File: src/design/sar_adc_pkg.sv
// Register map, field layout, reset values and timing counts of the converter control block
package sar_adc_pkg;
  // Register byte addresses
  localparam logic [7:0] OFS_CTRL      = 8'h00;
  localparam logic [7:0] OFS_TRIG      = 8'h04;
  localparam logic [7:0] OFS_CFG       = 8'h08;
  localparam logic [7:0] OFS_COMPARE   = 8'h0C;
  localparam logic [7:0] OFS_RES_HIGH  = 8'h10;
  localparam logic [7:0] OFS_RES_LOW   = 8'h14;
  localparam logic [7:0] OFS_PIN_LOW   = 8'h18;
  localparam logic [7:0] OFS_PIN_MID   = 8'h1C;
  localparam logic [7:0] OFS_PIN_TOP   = 8'h20;
  localparam logic [7:0] OFS_PORT      = 8'h24;
  // Control register fields
  localparam int CTRL_CH_LSB   = 0;
  localparam int CTRL_CH_W     = 5;
  localparam int CTRL_CONT     = 5;
  localparam int CTRL_IRQ_EN   = 6;
  localparam int CTRL_DONE     = 7;
  localparam logic [4:0] CH_RESET = 5'h1F;
  // Trigger register fields
  localparam int TRIG_HW_EN    = 0;
  localparam int TRIG_CMP_EN   = 1;
  localparam int TRIG_CMP_GT   = 2;
  localparam int TRIG_ACTIVE   = 7;
  // Configuration fields
  localparam int CFG_CLK_LSB   = 0;
  localparam int CFG_MODE_LSB  = 2;
  localparam int CFG_LONG      = 4;
  localparam int CFG_DIV_LSB   = 5;
  localparam int CFG_LOWPWR    = 7;
  localparam logic [7:0] CFG_RESET = 8'h00;
  localparam logic [1:0] CLK_BUS   = 2'h0;
  localparam logic [1:0] CLK_HALF  = 2'h1;
  localparam logic [1:0] CLK_ALT   = 2'h2;
  localparam logic [1:0] CLK_ASYNC = 2'h3;
  localparam logic [1:0] MODE_EIGHT = 2'h0;
  localparam logic [1:0] MODE_TEN   = 2'h2;
  // Converter timing, in converter clock ticks and bus cycles
  localparam logic [5:0] SAMPLE_SHORT = 6'h03;
  localparam logic [5:0] SAMPLE_LONG  = 6'h17;
  localparam logic [2:0] ASYNC_DIV    = 3'h4;
  localparam logic [3:0] TOP_BIT      = 4'hA;
  localparam logic [3:0] LAST_TEN     = 4'h0;
  localparam logic [3:0] LAST_EIGHT   = 4'h2;
  localparam int PINS = 24;
  // Conversion sequencer states
  typedef enum logic [3:0] {
    ST_IDLE    = 4'b0001,
    ST_SAMPLE  = 4'b0010,
    ST_CONVERT = 4'b0100,
    ST_FINISH  = 4'b1000
  } conv_state_t;
endpackage

File: src/design/sar_adc_control.sv
// Successive approximation converter control with AXI4-Lite registers, pin control and trigger
//
// Overview of operation
// RQ1: Converter held idle during reset and while channel select is all ones.
// RQ2: Between single conversions the sequencer sits idle with converter power off.
// RQ3: Approximation yields eleven raw bits in ten-bit mode, nine in eight-bit.
// RQ4: Ten-bit mode rounds to ten bits across high and low result.
// RQ5: Eight-bit mode rounds to eight bits into low result only.
// RQ6: Result load sets done flag; interrupt follows when enabled.
// RQ7: Compare enable checks each result against compare value in all modes.
// RQ8: Four selectable input clocks, bus clock after reset.
// RQ9: Half bus clock source allows overall division up to sixteen.
// RQ10: Internal asynchronous clock keeps running in wait and stop.
// RQ11: Selected source divided by 1, 2, 4 or 8.
// RQ12: Analog-selected pin has its output driver forced off.
// RQ13: Analog-selected pin has input buffer off and reads zero.
// RQ14: Analog-selected pin has its pull-up disabled.
// RQ15: Middle pin register bits 0..7 serve channels 8..15.
// RQ16: Top pin register bits 0..7 serve channels 16..23.
// RQ17: With trigger enabled, each trigger rising edge while idle starts a conversion.
// RQ18: Trigger edges during a conversion are ignored.
// RQ19: In continuous mode only the launching trigger edge counts.
// RQ20: Clock select codes: bus, half bus, alternate, asynchronous.
// RQ21: Mode codes: 00 eight-bit, 10 ten-bit, others reserved.
// RQ22: Divide codes 00..11 give ratios 1, 2, 4, 8.
// RQ23: Trigger input is synchronised before edge detection.
`timescale 1ns/1ps
module sar_adc_control
  import sar_adc_pkg::*;
(
  input  wire logic              clk,
  input  wire logic              sys_rst,
  input  wire logic [7:0]        s_axi_awaddr,
  input  wire logic              s_axi_awvalid,
  output wire logic              s_axi_awready,
  input  wire logic [31:0]       s_axi_wdata,
  input  wire logic [3:0]        s_axi_wstrb,
  input  wire logic              s_axi_wvalid,
  output wire logic              s_axi_wready,
  output logic      [1:0]        s_axi_bresp,
  output logic                   s_axi_bvalid,
  input  wire logic              s_axi_bready,
  input  wire logic [7:0]        s_axi_araddr,
  input  wire logic              s_axi_arvalid,
  output wire logic              s_axi_arready,
  output logic      [31:0]       s_axi_rdata,
  output logic      [1:0]        s_axi_rresp,
  output logic                   s_axi_rvalid,
  input  wire logic              s_axi_rready,
  input  wire logic              alternateClockEn,
  input  wire logic              waitMode,
  input  wire logic              stopMode,
  input  wire logic              hwTriggerInput,
  input  wire logic              compIn,
  output logic      [10:0]       dacCode,
  output logic      [4:0]        analogChannel,
  output wire logic              converterPowerOn,
  output wire logic              asyncClockOn,
  output wire logic              irq,
  input  wire logic [PINS-1:0]   portOutEn,
  input  wire logic [PINS-1:0]   portPullEn,
  input  wire logic [PINS-1:0]   padIn,
  output wire logic [PINS-1:0]   padOutEn,
  output wire logic [PINS-1:0]   padPullEn,
  output wire logic [PINS-1:0]   padInEn,
  output wire logic [PINS-1:0]   portReadData
);
  import sar_adc_pkg::*;

  ////////////////////////////////////////////////////////////////////////////
  // Register state
  logic [4:0]  channelSelect;
  logic        contMode, doneIrqEn, doneFlag;
  logic        hwTrigEn, cmpEn, cmpGreater;
  logic [7:0]  cfg;
  logic [9:0]  compareValue;
  logic [1:0]  resultHigh;
  logic [7:0]  resultLow;
  logic [7:0]  pinSelLow, pinSelMid, pinSelTop;
  conv_state_t state;
  logic [10:0] sar;
  logic [3:0]  bitIdx;
  logic [5:0]  sampleCnt;
  logic        contLaunched;

  // Field decode
  wire [1:0] inputClockSelect = cfg[CFG_CLK_LSB +: 2];
  wire [1:0] convMode         = cfg[CFG_MODE_LSB +: 2];
  wire [1:0] clockDivSelect   = cfg[CFG_DIV_LSB +: 2];
  wire       tenBit           = (convMode == MODE_TEN); // RQ21
  wire       disabled         = (channelSelect == CH_RESET);
  wire [PINS-1:0] pinSel      = {pinSelTop, pinSelMid, pinSelLow}; // RQ15 RQ16

  ////////////////////////////////////////////////////////////////////////////
  // AXI4-Lite write channel: address and data latched independently
  logic       awHeld, wHeld;
  logic [7:0] awAddr;
  logic [31:0] wData;
  logic [3:0] wStrb;
  assign s_axi_awready = !awHeld && !s_axi_bvalid;
  assign s_axi_wready  = !wHeld && !s_axi_bvalid;
  wire       doWrite  = awHeld && wHeld && !s_axi_bvalid;
  wire       lowLane  = wStrb[0];
  wire       wrCtrl   = doWrite && lowLane && (awAddr == OFS_CTRL);
  wire       wrTrig   = doWrite && lowLane && (awAddr == OFS_TRIG);
  wire       wrCfg    = doWrite && lowLane && (awAddr == OFS_CFG);
  wire       wrCmp    = doWrite && (awAddr == OFS_COMPARE);
  wire       wrMapped = (awAddr <= OFS_PIN_TOP) && (awAddr[1:0] == 2'h0) && (awAddr != OFS_RES_HIGH)
                        && (awAddr != OFS_RES_LOW);

  always_ff @(posedge clk or posedge sys_rst) begin
    if (sys_rst) begin
      awHeld <= 1'b0;
      wHeld  <= 1'b0;
      awAddr <= 8'h00;
      wData  <= 32'h0000_0000;
      wStrb  <= 4'h0;
    end else begin
      if (s_axi_awvalid && s_axi_awready) begin
        awHeld <= 1'b1;
        awAddr <= s_axi_awaddr;
      end else if (doWrite) begin
        awHeld <= 1'b0;
      end
      if (s_axi_wvalid && s_axi_wready) begin
        wHeld <= 1'b1;
        wData <= s_axi_wdata;
        wStrb <= s_axi_wstrb;
      end else if (doWrite) begin
        wHeld <= 1'b0;
      end
    end
  end

  // Write response; unmapped or read-only addresses answer SLVERR
  always_ff @(posedge clk or posedge sys_rst) begin
    if (sys_rst) begin
      s_axi_bvalid <= 1'b0;
      s_axi_bresp  <= 2'h0;
    end else if (doWrite) begin
      s_axi_bvalid <= 1'b1;
      s_axi_bresp  <= wrMapped ? 2'h0 : 2'h2;
    end else if (s_axi_bready) begin
      s_axi_bvalid <= 1'b0;
    end
  end

  ////////////////////////////////////////////////////////////////////////////
  // AXI4-Lite read channel, answer one cycle after the address is taken
  assign s_axi_arready = !s_axi_rvalid;
  wire rdTake = s_axi_arvalid && s_axi_arready;
  wire rdLowResult = rdTake && (s_axi_araddr == OFS_RES_LOW);
  logic [31:0] rdMux;
  logic        rdOk;
  always_comb begin
    rdOk  = 1'b1;
    rdMux = 32'h0000_0000;
    case (s_axi_araddr)
      OFS_CTRL:     rdMux[7:0] = {doneFlag, doneIrqEn, contMode, channelSelect};
      OFS_TRIG:     rdMux[7:0] = {!(state == ST_IDLE), 4'h0, cmpGreater, cmpEn, hwTrigEn};
      OFS_CFG:      rdMux[7:0] = cfg;
      OFS_COMPARE:  rdMux[9:0] = compareValue;
      OFS_RES_HIGH: rdMux[1:0] = resultHigh;
      OFS_RES_LOW:  rdMux[7:0] = resultLow;
      OFS_PIN_LOW:  rdMux[7:0] = pinSelLow;
      OFS_PIN_MID:  rdMux[7:0] = pinSelMid;
      OFS_PIN_TOP:  rdMux[7:0] = pinSelTop;
      OFS_PORT:     rdMux[PINS-1:0] = portReadData;
      default:      rdOk = 1'b0;
    endcase
  end

  always_ff @(posedge clk or posedge sys_rst) begin
    if (sys_rst) begin
      s_axi_rvalid <= 1'b0;
      s_axi_rdata  <= 32'h0000_0000;
      s_axi_rresp  <= 2'h0;
    end else if (rdTake) begin
      s_axi_rvalid <= 1'b1;
      s_axi_rdata  <= rdMux;
      s_axi_rresp  <= rdOk ? 2'h0 : 2'h2;
    end else if (s_axi_rready) begin
      s_axi_rvalid <= 1'b0;
    end
  end

  ////////////////////////////////////////////////////////////////////////////
  // Software registers; any mode write aborts the conversion in flight
  always_ff @(posedge clk or posedge sys_rst) begin
    if (sys_rst) begin
      channelSelect <= CH_RESET;
      contMode      <= 1'b0;
      doneIrqEn     <= 1'b0;
      hwTrigEn      <= 1'b0;
      cmpEn         <= 1'b0;
      cmpGreater    <= 1'b0;
      cfg           <= CFG_RESET; // RQ8
      compareValue  <= 10'h000;
      pinSelLow     <= 8'h00;
      pinSelMid     <= 8'h00;
      pinSelTop     <= 8'h00;
    end else if (doWrite && lowLane) begin
      if (wrCtrl) begin
        channelSelect <= wData[CTRL_CH_LSB +: CTRL_CH_W];
        contMode      <= wData[CTRL_CONT];
        doneIrqEn     <= wData[CTRL_IRQ_EN];
      end
      if (wrTrig) begin
        hwTrigEn   <= wData[TRIG_HW_EN];
        cmpEn      <= wData[TRIG_CMP_EN]; // RQ7
        cmpGreater <= wData[TRIG_CMP_GT];
      end
      if (wrCfg) cfg <= wData[7:0];
      if (wrCmp) compareValue[7:0] <= wData[7:0];
      if (wrCmp && wStrb[1]) compareValue[9:8] <= wData[9:8];
      if (awAddr == OFS_PIN_LOW) pinSelLow <= wData[7:0];
      if (awAddr == OFS_PIN_MID) pinSelMid <= wData[7:0]; // RQ15
      if (awAddr == OFS_PIN_TOP) pinSelTop <= wData[7:0]; // RQ16
    end
  end

  ////////////////////////////////////////////////////////////////////////////
  // Pin control: an analog-selected pin loses driver, input and pull-up
  assign padOutEn     = portOutEn & ~pinSel;  // RQ12
  assign padInEn      = ~pinSel;              // RQ13
  assign portReadData = padIn & ~pinSel;      // RQ13
  assign padPullEn    = portPullEn & ~pinSel; // RQ14

  ////////////////////////////////////////////////////////////////////////////
  // Clock source pulses; only the internal source survives wait and stop
  logic       halfTick;
  logic [2:0] asyncCnt;
  wire  lowPower  = waitMode || stopMode;
  wire  asyncTick = (asyncCnt == ASYNC_DIV - 3'h1);
  logic srcTick;
  always_comb begin
    case (inputClockSelect) // RQ20
      CLK_BUS:  srcTick = !lowPower;
      CLK_HALF: srcTick = halfTick && !lowPower; // RQ9
      CLK_ALT:  srcTick = alternateClockEn && !lowPower;
      default:  srcTick = asyncTick; // RQ10
    endcase
  end

  // Divider by 1, 2, 4 or 8 in source pulses
  logic [2:0] divCnt;
  wire  [2:0] divTop  = 3'((4'h1 << clockDivSelect) - 4'h1); // RQ22
  wire        convTick = srcTick && (divCnt >= divTop);        // RQ11

  always_ff @(posedge clk or posedge sys_rst) begin
    if (sys_rst) begin
      halfTick <= 1'b0;
      asyncCnt <= 3'h0;
      divCnt   <= 3'h0;
    end else begin
      halfTick <= !halfTick;
      asyncCnt <= asyncTick ? 3'h0 : asyncCnt + 3'h1;
      if (convTick) divCnt <= 3'h0;
      else if (srcTick) divCnt <= divCnt + 3'h1;
    end
  end

  ////////////////////////////////////////////////////////////////////////////
  // Trigger synchroniser; only the second and third flops feed the edge detector
  logic trigMeta, trigSync, trigLast;
  always_ff @(posedge clk or posedge sys_rst) begin
    if (sys_rst) begin
      trigMeta <= 1'b0;
      trigSync <= 1'b0;
      trigLast <= 1'b0;
    end else begin
      trigMeta <= hwTriggerInput; // RQ23
      trigSync <= trigMeta;
      trigLast <= trigSync;
    end
  end
  wire trigRise = trigSync && !trigLast; // RQ23

  // Start sources; a continuous run keeps later edges out
  wire swStart = wrCtrl && !hwTrigEn && (wData[CTRL_CH_LSB +: CTRL_CH_W] != CH_RESET);
  wire hwStart = hwTrigEn && trigRise && (state == ST_IDLE) && !contLaunched; // RQ17 RQ18 RQ19
  wire abort   = disabled || wrCtrl || wrTrig || wrCfg || wrCmp; // RQ1

  ////////////////////////////////////////////////////////////////////////////
  // Rounding and compare of the finished approximation
  wire [3:0]  lastBit  = tenBit ? LAST_TEN : LAST_EIGHT;
  wire [9:0]  round10  = (&sar[10:1]) ? sar[10:1] : sar[10:1] + {9'h000, sar[0]};  // RQ4
  wire [9:0]  round8   = {2'h0, (&sar[10:3]) ? sar[10:3] : sar[10:3] + {7'h00, sar[2]}}; // RQ5
  wire [9:0]  rounded  = tenBit ? round10 : round8;
  wire [9:0]  cmpRef   = tenBit ? compareValue : {2'h0, compareValue[7:0]};
  wire [9:0]  cmpDiff  = rounded - cmpRef;
  wire        geRef    = (rounded >= cmpRef);
  wire        cmpPass  = !cmpEn || (cmpGreater ? geRef : !geRef); // RQ7
  wire [9:0]  loadVal  = cmpEn ? cmpDiff : rounded;
  wire        transfer = (state == ST_FINISH) && cmpPass && !abort;

  ////////////////////////////////////////////////////////////////////////////
  // Sequencer: sample, approximate MSB first, then load
  always_ff @(posedge clk or posedge sys_rst) begin
    if (sys_rst) begin
      state        <= ST_IDLE;
      sar          <= 11'h000;
      bitIdx       <= 4'h0;
      sampleCnt    <= 6'h00;
      contLaunched <= 1'b0;
    end else if (abort && !swStart) begin
      state        <= ST_IDLE; // RQ1
      contLaunched <= 1'b0;
    end else if (swStart || hwStart) begin
      state        <= ST_SAMPLE;
      sampleCnt    <= 6'h00;
      contLaunched <= hwStart && contMode; // RQ19
    end else begin
      case (state)
        ST_SAMPLE: if (convTick) begin
          sampleCnt <= sampleCnt + 6'h01;
          if (sampleCnt == (cfg[CFG_LONG] ? SAMPLE_LONG : SAMPLE_SHORT)) begin
            state  <= ST_CONVERT;
            sar    <= 11'h400;
            bitIdx <= TOP_BIT;
          end
        end
        ST_CONVERT: if (convTick) begin
          // Keep the trial bit while the input is at or above the trial level
          if (!compIn) sar[bitIdx] <= 1'b0;
          if (bitIdx == lastBit) state <= ST_FINISH; // RQ3
          else begin
            sar[bitIdx - 4'h1] <= 1'b1;
            bitIdx <= bitIdx - 4'h1;
          end
        end
        ST_FINISH: begin
          state <= contMode ? ST_SAMPLE : ST_IDLE; // RQ2
          sampleCnt <= 6'h00;
          if (!contMode) contLaunched <= 1'b0;
        end
        default: state <= ST_IDLE;
      endcase
    end
  end

  // Result registers and done flag; a new completion beats the clearing read
  always_ff @(posedge clk or posedge sys_rst) begin
    if (sys_rst) begin
      resultHigh <= 2'h0;
      resultLow  <= 8'h00;
      doneFlag   <= 1'b0;
    end else if (transfer) begin
      resultHigh <= tenBit ? loadVal[9:8] : 2'h0; // RQ4 RQ5
      resultLow  <= loadVal[7:0];
      doneFlag   <= 1'b1; // RQ6
    end else if (rdLowResult || wrCtrl) begin
      doneFlag   <= 1'b0;
    end
  end

  // Trial code straight from the approximation flops; a lagging copy would judge the previous trial
  assign dacCode = sar;

  // Channel to the analog mux; the sample phase outlasts this one-cycle lag
  always_ff @(posedge clk or posedge sys_rst) begin
    if (sys_rst) begin
      analogChannel <= 5'h00;
    end else begin
      analogChannel <= channelSelect;
    end
  end
  assign converterPowerOn = (state != ST_IDLE); // RQ2
  assign asyncClockOn     = converterPowerOn && (inputClockSelect == CLK_ASYNC); // RQ10
  assign irq              = doneFlag && doneIrqEn; // RQ6

  ////////////////////////////////////////////////////////////////////////////
  // Checks
  a_disabled_idle: assert property (@(posedge clk) disable iff (sys_rst) disabled && !swStart |=> state == ST_IDLE) // RQ1
    else $error("converter active while disabled");
  a_idle_after_done: assert property (@(posedge clk) disable iff (sys_rst)
    state == ST_FINISH && !contMode && !abort && !swStart && !hwStart |=> !converterPowerOn) // RQ2
    else $error("converter not idle after single conversion");
  a_raw_bits_count: assert property (@(posedge clk) disable iff (sys_rst)
    $rose(state == ST_FINISH) |-> bitIdx == (tenBit ? LAST_TEN : LAST_EIGHT) && $past(convTick)) // RQ3
    else $error("wrong number of approximation steps");
  a_round_ten: assert property (@(posedge clk) disable iff (sys_rst)
    transfer && tenBit && !cmpEn |=> {resultHigh, resultLow} == $past(round10)) // RQ4
    else $error("ten-bit result misplaced");
  a_round_eight: assert property (@(posedge clk) disable iff (sys_rst)
    transfer && !tenBit && !cmpEn |=> resultHigh == 2'h0 && resultLow == $past(round8[7:0])) // RQ5
    else $error("eight-bit result misplaced");
  a_flag_irq: assert property (@(posedge clk) disable iff (sys_rst)
    transfer |=> doneFlag && (irq == doneIrqEn)) // RQ6
    else $error("done flag or interrupt missing");
  a_compare_block: assert property (@(posedge clk) disable iff (sys_rst)
    state == ST_FINISH && cmpEn && !cmpPass |=> $stable(resultLow) && $stable(resultHigh)) // RQ7
    else $error("failed compare loaded a result");
  a_div_ratio: assert property (@(posedge clk) disable iff (sys_rst || wrCfg || lowPower)
    convTick && inputClockSelect == CLK_BUS && clockDivSelect == 2'h3 && !lowPower && $stable(cfg)
    |=> !convTick [*7] ##1 convTick) // RQ11
    else $error("divide by eight spacing wrong");
  a_pin_isolate: assert property (@(posedge clk) disable iff (sys_rst)
    ((padOutEn | padPullEn | portReadData | padInEn) & pinSel) == {PINS{1'b0}}) // RQ12 RQ13 RQ14
    else $error("analog pin still under port control");
  a_trig_start: assert property (@(posedge clk) disable iff (sys_rst)
    $rose(hwTriggerInput) && hwTrigEn && state == ST_IDLE && !contLaunched && !abort && !doWrite
    |-> ##3 (state == ST_SAMPLE)) // RQ17 RQ23
    else $error("trigger edge did not start conversion");
  a_trig_ignored: assert property (@(posedge clk) disable iff (sys_rst)
    trigRise && state == ST_CONVERT && !doWrite |=> state != ST_SAMPLE || $past(convTick)) // RQ18
    else $error("trigger restarted a running conversion");

  c_single_done: cover property (@(posedge clk) disable iff (sys_rst) transfer && !contMode);
  c_hw_continuous: cover property (@(posedge clk) disable iff (sys_rst) hwStart && contMode);
  c_compare_fail: cover property (@(posedge clk) disable iff (sys_rst) state == ST_FINISH && !cmpPass);
  c_async_stop: cover property (@(posedge clk) disable iff (sys_rst) convTick && stopMode);
endmodule

File: config.mk
export PLATFORM = sky130hd
export DESIGN_NAME = sar_adc_control
export DESIGN_NICKNAME = d
export VERILOG_FILES = /design/src/design/sar_adc_pkg.sv /design/src/design/sar_adc_control.sv
export SDC_FILE = /design/constraint.sdc
export NUM_CORES = 1
export LEC_CHECK = 0
export ABC_AREA = 0
export BUFFER_PORTS_ARGS = -buffer_cell sky130_fd_sc_hd__buf_2
export CAP_MARGIN = 20
export CORE_MARGIN = 4
export CORE_UTILIZATION = 49
export DETAILED_ROUTE_END_ITERATION = 16
export HOLD_SLACK_MARGIN = 0.06
export PLACE_DENSITY_LB_ADDON = 0.3
export SETUP_SLACK_MARGIN = 0.4
export SYNTH_ARGS = -nofsm -noshare
export SYNTH_HDL_FRONTEND = slang
export SYNTH_SLANG_ARGS = --single-unit
File: constraint.sdc
create_clock -name clk -period 4.85 [get_ports clk]
set_input_delay 0 -clock clk [delete_from_list [all_inputs] [get_ports clk]]
set_output_delay 0 -clock clk [all_outputs]
set_load 0.05 [all_outputs]
Word level (Yosys, flattened, before mapping)

Cells that the tools add are included.

Add/subtract/negate cells: 8
Order comparisons: 7
Shift-type cells: 1
Equality and inequality tests: 41
Reduce and logical (&&, ||, !) cells: 85
Bitwise gates (word level): 9
Mux-type cells: 63

Operators by type and width:

| kind                 | number |
|---|---|
| $mux W11             | 9 |
| $and A24 B24 Y24     | 3 |
| $pmux W6 S9          | 1 |
| $eq A8 B5 Y1 const B | 6 |
| $mux W10             | 4 |
| $mux W4              | 10 |
| $logic_and A1 B1 Y1  | 34 |
| $eq A8 B4 Y1 const B | 4 |
| $eq A8 B6 Y1 const B | 3 |
| $not A24 Y24         | 1 |
| $pmux W11 S2         | 1 |
| $pmux W2 S10         | 1 |
| $reduce_and A2 Y1    | 9 |
| $mux W1              | 17 |
| $eq A8 B3 Y1 const B | 2 |
| $logic_not A8 Y1     | 2 |
| $ne A4 B4 Y1 const B | 4 |
| $ne A8 B5 Y1 const B | 2 |
| $logic_not A1 Y1     | 14 |
| $mux W14             | 1 |
| $reduce_bool A2 Y1   | 7 |
| $mux W6              | 2 |
| $pmux W4 S3          | 1 |
| $pmux W6 S2          | 1 |
| other kinds (50)     | 75 |

Bits in registers: 156
Bits of input ports: 136
Output and inout bits: 156

Logic depth before layout (Yosys ltp)

Word-level depth: 15
Depth in mapped cells: 15
Mapped depth without buffers: 13

Worst setup path before layout

OpenSTA, ideal clock, no wires.

Kind: flip-flop to flip-flop
Start: reg sar[3], in the netlist dacCode[3]
End: reg resultHigh[1]
Slack: 0.801 ns
Library setup time: 0.125 ns
Buffers on the path: 1
Cell stages (with the launch flop): 14
Data required time: 4.725 ns
Data arrival time: 3.924 ns
Path through: dfrtp_1 ha_1 nand4_1 o21ai_0 or3b_2 a21boi_0 ha_1 and4_1 a221o_1 a211oi_2 nor4b_1 a311oi_1 buf_4 mux2_2

Cells in the longest elaborated chain, start to end: 9

Ends and longest elaborated chain:

| item                                       | line                                           | text |
|---|---|---|
| start: declaration                         | sar_adc_control.sv:81                          | `logic [10:0] sar;` |
| start signal: assignment                   | sar_adc_control.sv:302                         | `sar <= 11'h000;` |
| start signal: assignment                   | sar_adc_control.sv:319                         | `sar <= 11'h400;` |
| start signal: indexed assignment           | sar_adc_control.sv:325                         | `if (!compIn) sar[bitIdx] <= 1'b0;` |
| $add A10 B1 Y10 (tied with other cells)    | sar_adc_control.sv:287                         | `wire [9:0] round10 = (&sar[10:1]) ? sar[10:1] : sar[10:1] + {9'h000, sar[0]};` |
| $mux W10 / $mux W8 (equally long branches) | sar_adc_control.sv:287, sar_adc_control.sv:288 |  |
| $mux W10 *                                 | sar_adc_control.sv:289                         | `wire [9:0] rounded = tenBit ? round10 : round8;` |
| $ge A10 B10 Y1                             | sar_adc_control.sv:292                         | `wire geRef = (rounded >= cmpRef);` |
| $logic_not A1 Y1                           | sar_adc_control.sv:293                         | `wire cmpPass = !cmpEn \|\| (cmpGreater ? geRef : !geRef);` |
| $mux W1                                    | sar_adc_control.sv:293                         |  |
| $logic_or A1 B1 Y1                         | sar_adc_control.sv:293                         |  |
| $logic_and A1 B1 Y1 (2 in series)          | sar_adc_control.sv:295                         | `wire transfer = (state == ST_FINISH) && cmpPass && !abort;` |
| end signal: assignment                     | sar_adc_control.sv:349                         | `resultHigh <= tenBit ? loadVal[9:8] : 2'h0;` |
| end: declaration                           | sar_adc_control.sv:77                          | `logic [1:0] resultHigh;` |

Mark *: on every way between the ends. The rest lies on a longest branch, timed or not.
A chain may end at the register's enable or synchronous reset.

Worst setup path after layout

Start: reg sar[3], in the netlist dacCode[3]
End: reg resultLow[5]

Cells in the longest elaborated chain, start to end: 9

Ends and longest elaborated chain:

| item                                       | line                                           | text |
|---|---|---|
| $add A10 B1 Y10 (tied with other cells)    | sar_adc_control.sv:287                         |  |
| $mux W10 / $mux W8 (equally long branches) | sar_adc_control.sv:287, sar_adc_control.sv:288 |  |
| $mux W10 *                                 | sar_adc_control.sv:289                         |  |
| $ge A10 B10 Y1                             | sar_adc_control.sv:292                         |  |
| $logic_not A1 Y1                           | sar_adc_control.sv:293                         |  |
| $mux W1                                    | sar_adc_control.sv:293                         |  |
| $logic_or A1 B1 Y1                         | sar_adc_control.sv:293                         |  |
| $logic_and A1 B1 Y1 (2 in series)          | sar_adc_control.sv:295                         |  |
| end signal: assignment                     | sar_adc_control.sv:350                         | `resultLow <= loadVal[7:0];` |
| end: declaration                           | sar_adc_control.sv:78                          | `logic [7:0] resultLow;` |

Marked as above.

==> results.toml <==
[outcome]
run_status = "finished clean"

[finish]
final_cell_area_um2 = 11500
fillCellCount = 1490
seqCellArea_um2 = 3860
drive_above_1_share = 0.306
multi_input_logic_area_um2 = 4720
layout-area-overhead-vs-synth_pct = 27.5
insertedDiodeCount = 0
final_core_util = 0.636
nNetsFinal = 1408

[timing]
timing.setup.tns_ns = 0
final.min_clock_period_ns = 4.06
hold_viol_final = 0
fmax_mhz = 246
holdWs_ns = 0.0925
finalSetupViolations = 0
finalMaxSlewViolations = 0
share_of_the_cycle_needed_by_the_critical_path_after_routing = 0.838
maxSlewHeadroom = 0.263
worst_case_clock_skew_ns = 0.0123
worst_pin_slew_ns = 1.10
grt_setup_unrepaired = "no"

[synthesis]
syn-instance-count = 954
async_flop_share = 1.00
synthesis.area_um2 = 8990
synth_area_per_cell_um2 = 9.42
prevailing_post_synth_register_cell = "dfrtp_1"
post_synth_edffs = 0
synth-seq-area-share = 0.429
yosysWarningCount = 0
netlist-cell-type-count = 76
postSynthRegisterBits = 154

[power]
power.static_leakage_nw = 5.40
power_per_cell_area_nw_per_um2 = 400
p_total_mw = 4.58
vdd.ir_drop.worst_v = 0.000499

[hold_path]
min-delay-start = "waitMode"
hold-path-endpoint = "divCnt[0]"
holdCritPathClass = "input port to flip-flop"
hold-path-cell-count = 5

[critical_path]
worstPathRequired_ns = 5.16
path_delay_family = "compound AO/OA/AOI/OAI gates"
reg2reg_from = "dacCode[3]"
critical-path-top-cell-by-count = "ha_1"
worst_setup_path_startpoint = "dacCode[3]"
critPathCaptureType = "flip-flop"
reg2reg_slack_ns = 0.79
worstReg2RegEnd = "resultLow[5]"
critPathBufInv = 1
crit_chain = "ha_1 -> nand4_1 -> o21ai_0 -> or3b_2 -> a21boi_0 -> ha_1 -> and4_1 -> a221o_1 -> a211oi_2 -> nor4b_1 -> a311oi_1 -> buf_4 -> mux2_2"
crit_path_start_kind = "flip-flop"
reg2reg_depth = 13
worstPathMaxFanout = 11
arrival_ns = 4.37
worstSetupPathType = "flip-flop to flip-flop"
critPathSlowestCell = "dfrtp_1"
critical_path.max_stage_delay_ns = 0.55

[clocking]
clkSinkCount = 154
clkSlewWorstSetupHoldPaths_ns = 0.06
clock_latency_ns = 0.43
cts_buffers = 17
cts_h_tree_depth = 4
post_cts.repair.setup_buffers = 0
cts_tree = "built"
ctsResizeCount = 0
cts_buffer_depth = 2
root_buffer = "clkbuf_16"

[global_route]
vias_in_the_first_global_route = 7907
overflow_left_after_global_routing = 0
grt_first_pass_wirelength_um = 44100
grt_util_all_layers = 0.273
grt_max_degree = 105
antenna_violations_before_repair = 0

[routing]
antenna_violating_nets_post_route = 0
detail_route.iter0.violations = 699
via_count = 8485
avg_vias_per_cell = 5.72
drtPass1Iterations = 6
routed_wirelength_um = 28900
wl_per_cell_um = 19.5
remaining_drc_errors = 0

[floorplanning]
fp.coreArea_um2 = 18000
ioPinCount = 292
effective_utilization_at_floorplan = 0.499
die_area_um2 = 20600
floorplan.die.width_um = 143
fp-row-count = 49
die_h_um = 143

[flow_run]
maxCapViolCount = 0

[place]
place_congestion = 0.911
detailed_place.area_um2 = 10400
placement.io_buffers = 257
place_hpwl_um = 21300
## registers in the layout, summed over array words and instances, names as in the netlist, 5 cells and up
signal and flops:
analogChannel 5, awAddr 8, cfg 8, channelSelect 5
compareValue 10, dacCode 11, pinSelLow 8, pinSelMid 8
pinSelTop 8, resultLow 8, s_axi_rdata 24, sampleCnt 6
wData 10
## cells by family after synthesis
| family | synth area share |
|---|---|
| XOR/XNOR | 0.0146 |
| multiplexers | 0.0911 |
| buffers and inverters | 0.0507 |
| flip-flops | 0.429 |
| other | 0.000417 |
| AND/OR/NAND/NOR | 0.211 |
| adder cells (fa/ha/maj) | 0.0426 |
| AO/OA/AOI/OAI | 0.160 |
## worst register-to-register path: stages, from the launching register on
cell,delay (ns)
dfrtp_1,0.55
ha_1,0.34
nand4_1,0.17
o21ai_0,0.17
or3b_2,0.46
a21boi_0,0.15
ha_1,0.36
and4_1,0.24
a221o_1,0.30
a211oi_2,0.27
nor4b_1,0.09
a311oi_1,0.25
buf_4,0.25
mux2_2,0.36
## how the worst max path moves through the flow
| stage | end | slack [ns] | depth (start not counted) |
|---|---|---|---|
| 2_1_floorplan | analogChannel[0] | 0.71 | 1 |
| 3_3_place_gp | resultLow[5] | 0.89 | 13 |
| 3_5_place_dp | resultLow[5] | 0.84 | 13 |
| 4_1_cts | resultLow[5] | 0.84 | 13 |
| 5_1_grt | resultLow[0] | 0.54 | 13 |
| 6_report | resultLow[5] | 0.79 | 13 |
## metal layers
layer  vias to the layer above  GRT usage  routed length [um]
met5                         -          0                   0
met4                         0     0.0743                 593
met3                        44     0.0419                2100
met2                       330      0.436               13900
met1                      4142      0.390               12300
li1                       3969          -                   -
## layout by cell type, fill, tap and decap left out, drive strengths merged, types with 10 or more instances in the layout
master / instances
nor2b: 87
mux2: 63
ha: 29
nand2: 88
nor2: 52
clkbuf: 19
o21ai: 77
mux2i: 11
and3: 10
buf: 264
nor3: 16
inv: 60
dlygate4sd3: 48
a31oi: 12
nand3: 39
a21oi: 41
dfrtp: 148
conb: 10
## power breakdown
group          switching [mW]  internal (mW)
combinational           0.980          0.531
clock                   0.577          0.695
sequential              0.318           1.48
## stage by stage
stage / setup slack (ns) / cells
after floorplan: 0.710 / 963
after global placement: 0.886 / 1403
after detailed placement: 0.843 / 1404
after CTS: 0.836 / 1484
after global routing: 0.538 / 1484
final: 0.785 / 1484
## cell usage after synthesis (16+ instances only)
cell	number	area [um^2]
nand3_1	39	195
nor3_1	16	80.1
inv_1	54	203
mux2_2	63	709
nand2_1	88	330
clkbuf_1	35	131
o21ai_0	62	310
ha_1	29	363
a21oi_1	41	205
dfrtp_1	148	3700
nor2_1	52	195
nor2b_1	87	544
## cell type report
cell class              instances  area share
clock buffers                  19      0.0395
clock inverters                13     0.00950
inverters                      54      0.0181
multi-input cells             703       0.412
flip-flops and latches        154       0.337
well taps                     229      0.0250
repair buffers                312       0.159
## what timing repair did
item                       in CTS  in global routing
hold buffers                   48                  0
hold endpoints to repair      148                  0
setup endpoints to repair       0                  0
Note: power is estimated with default switching activity, not from simulation.
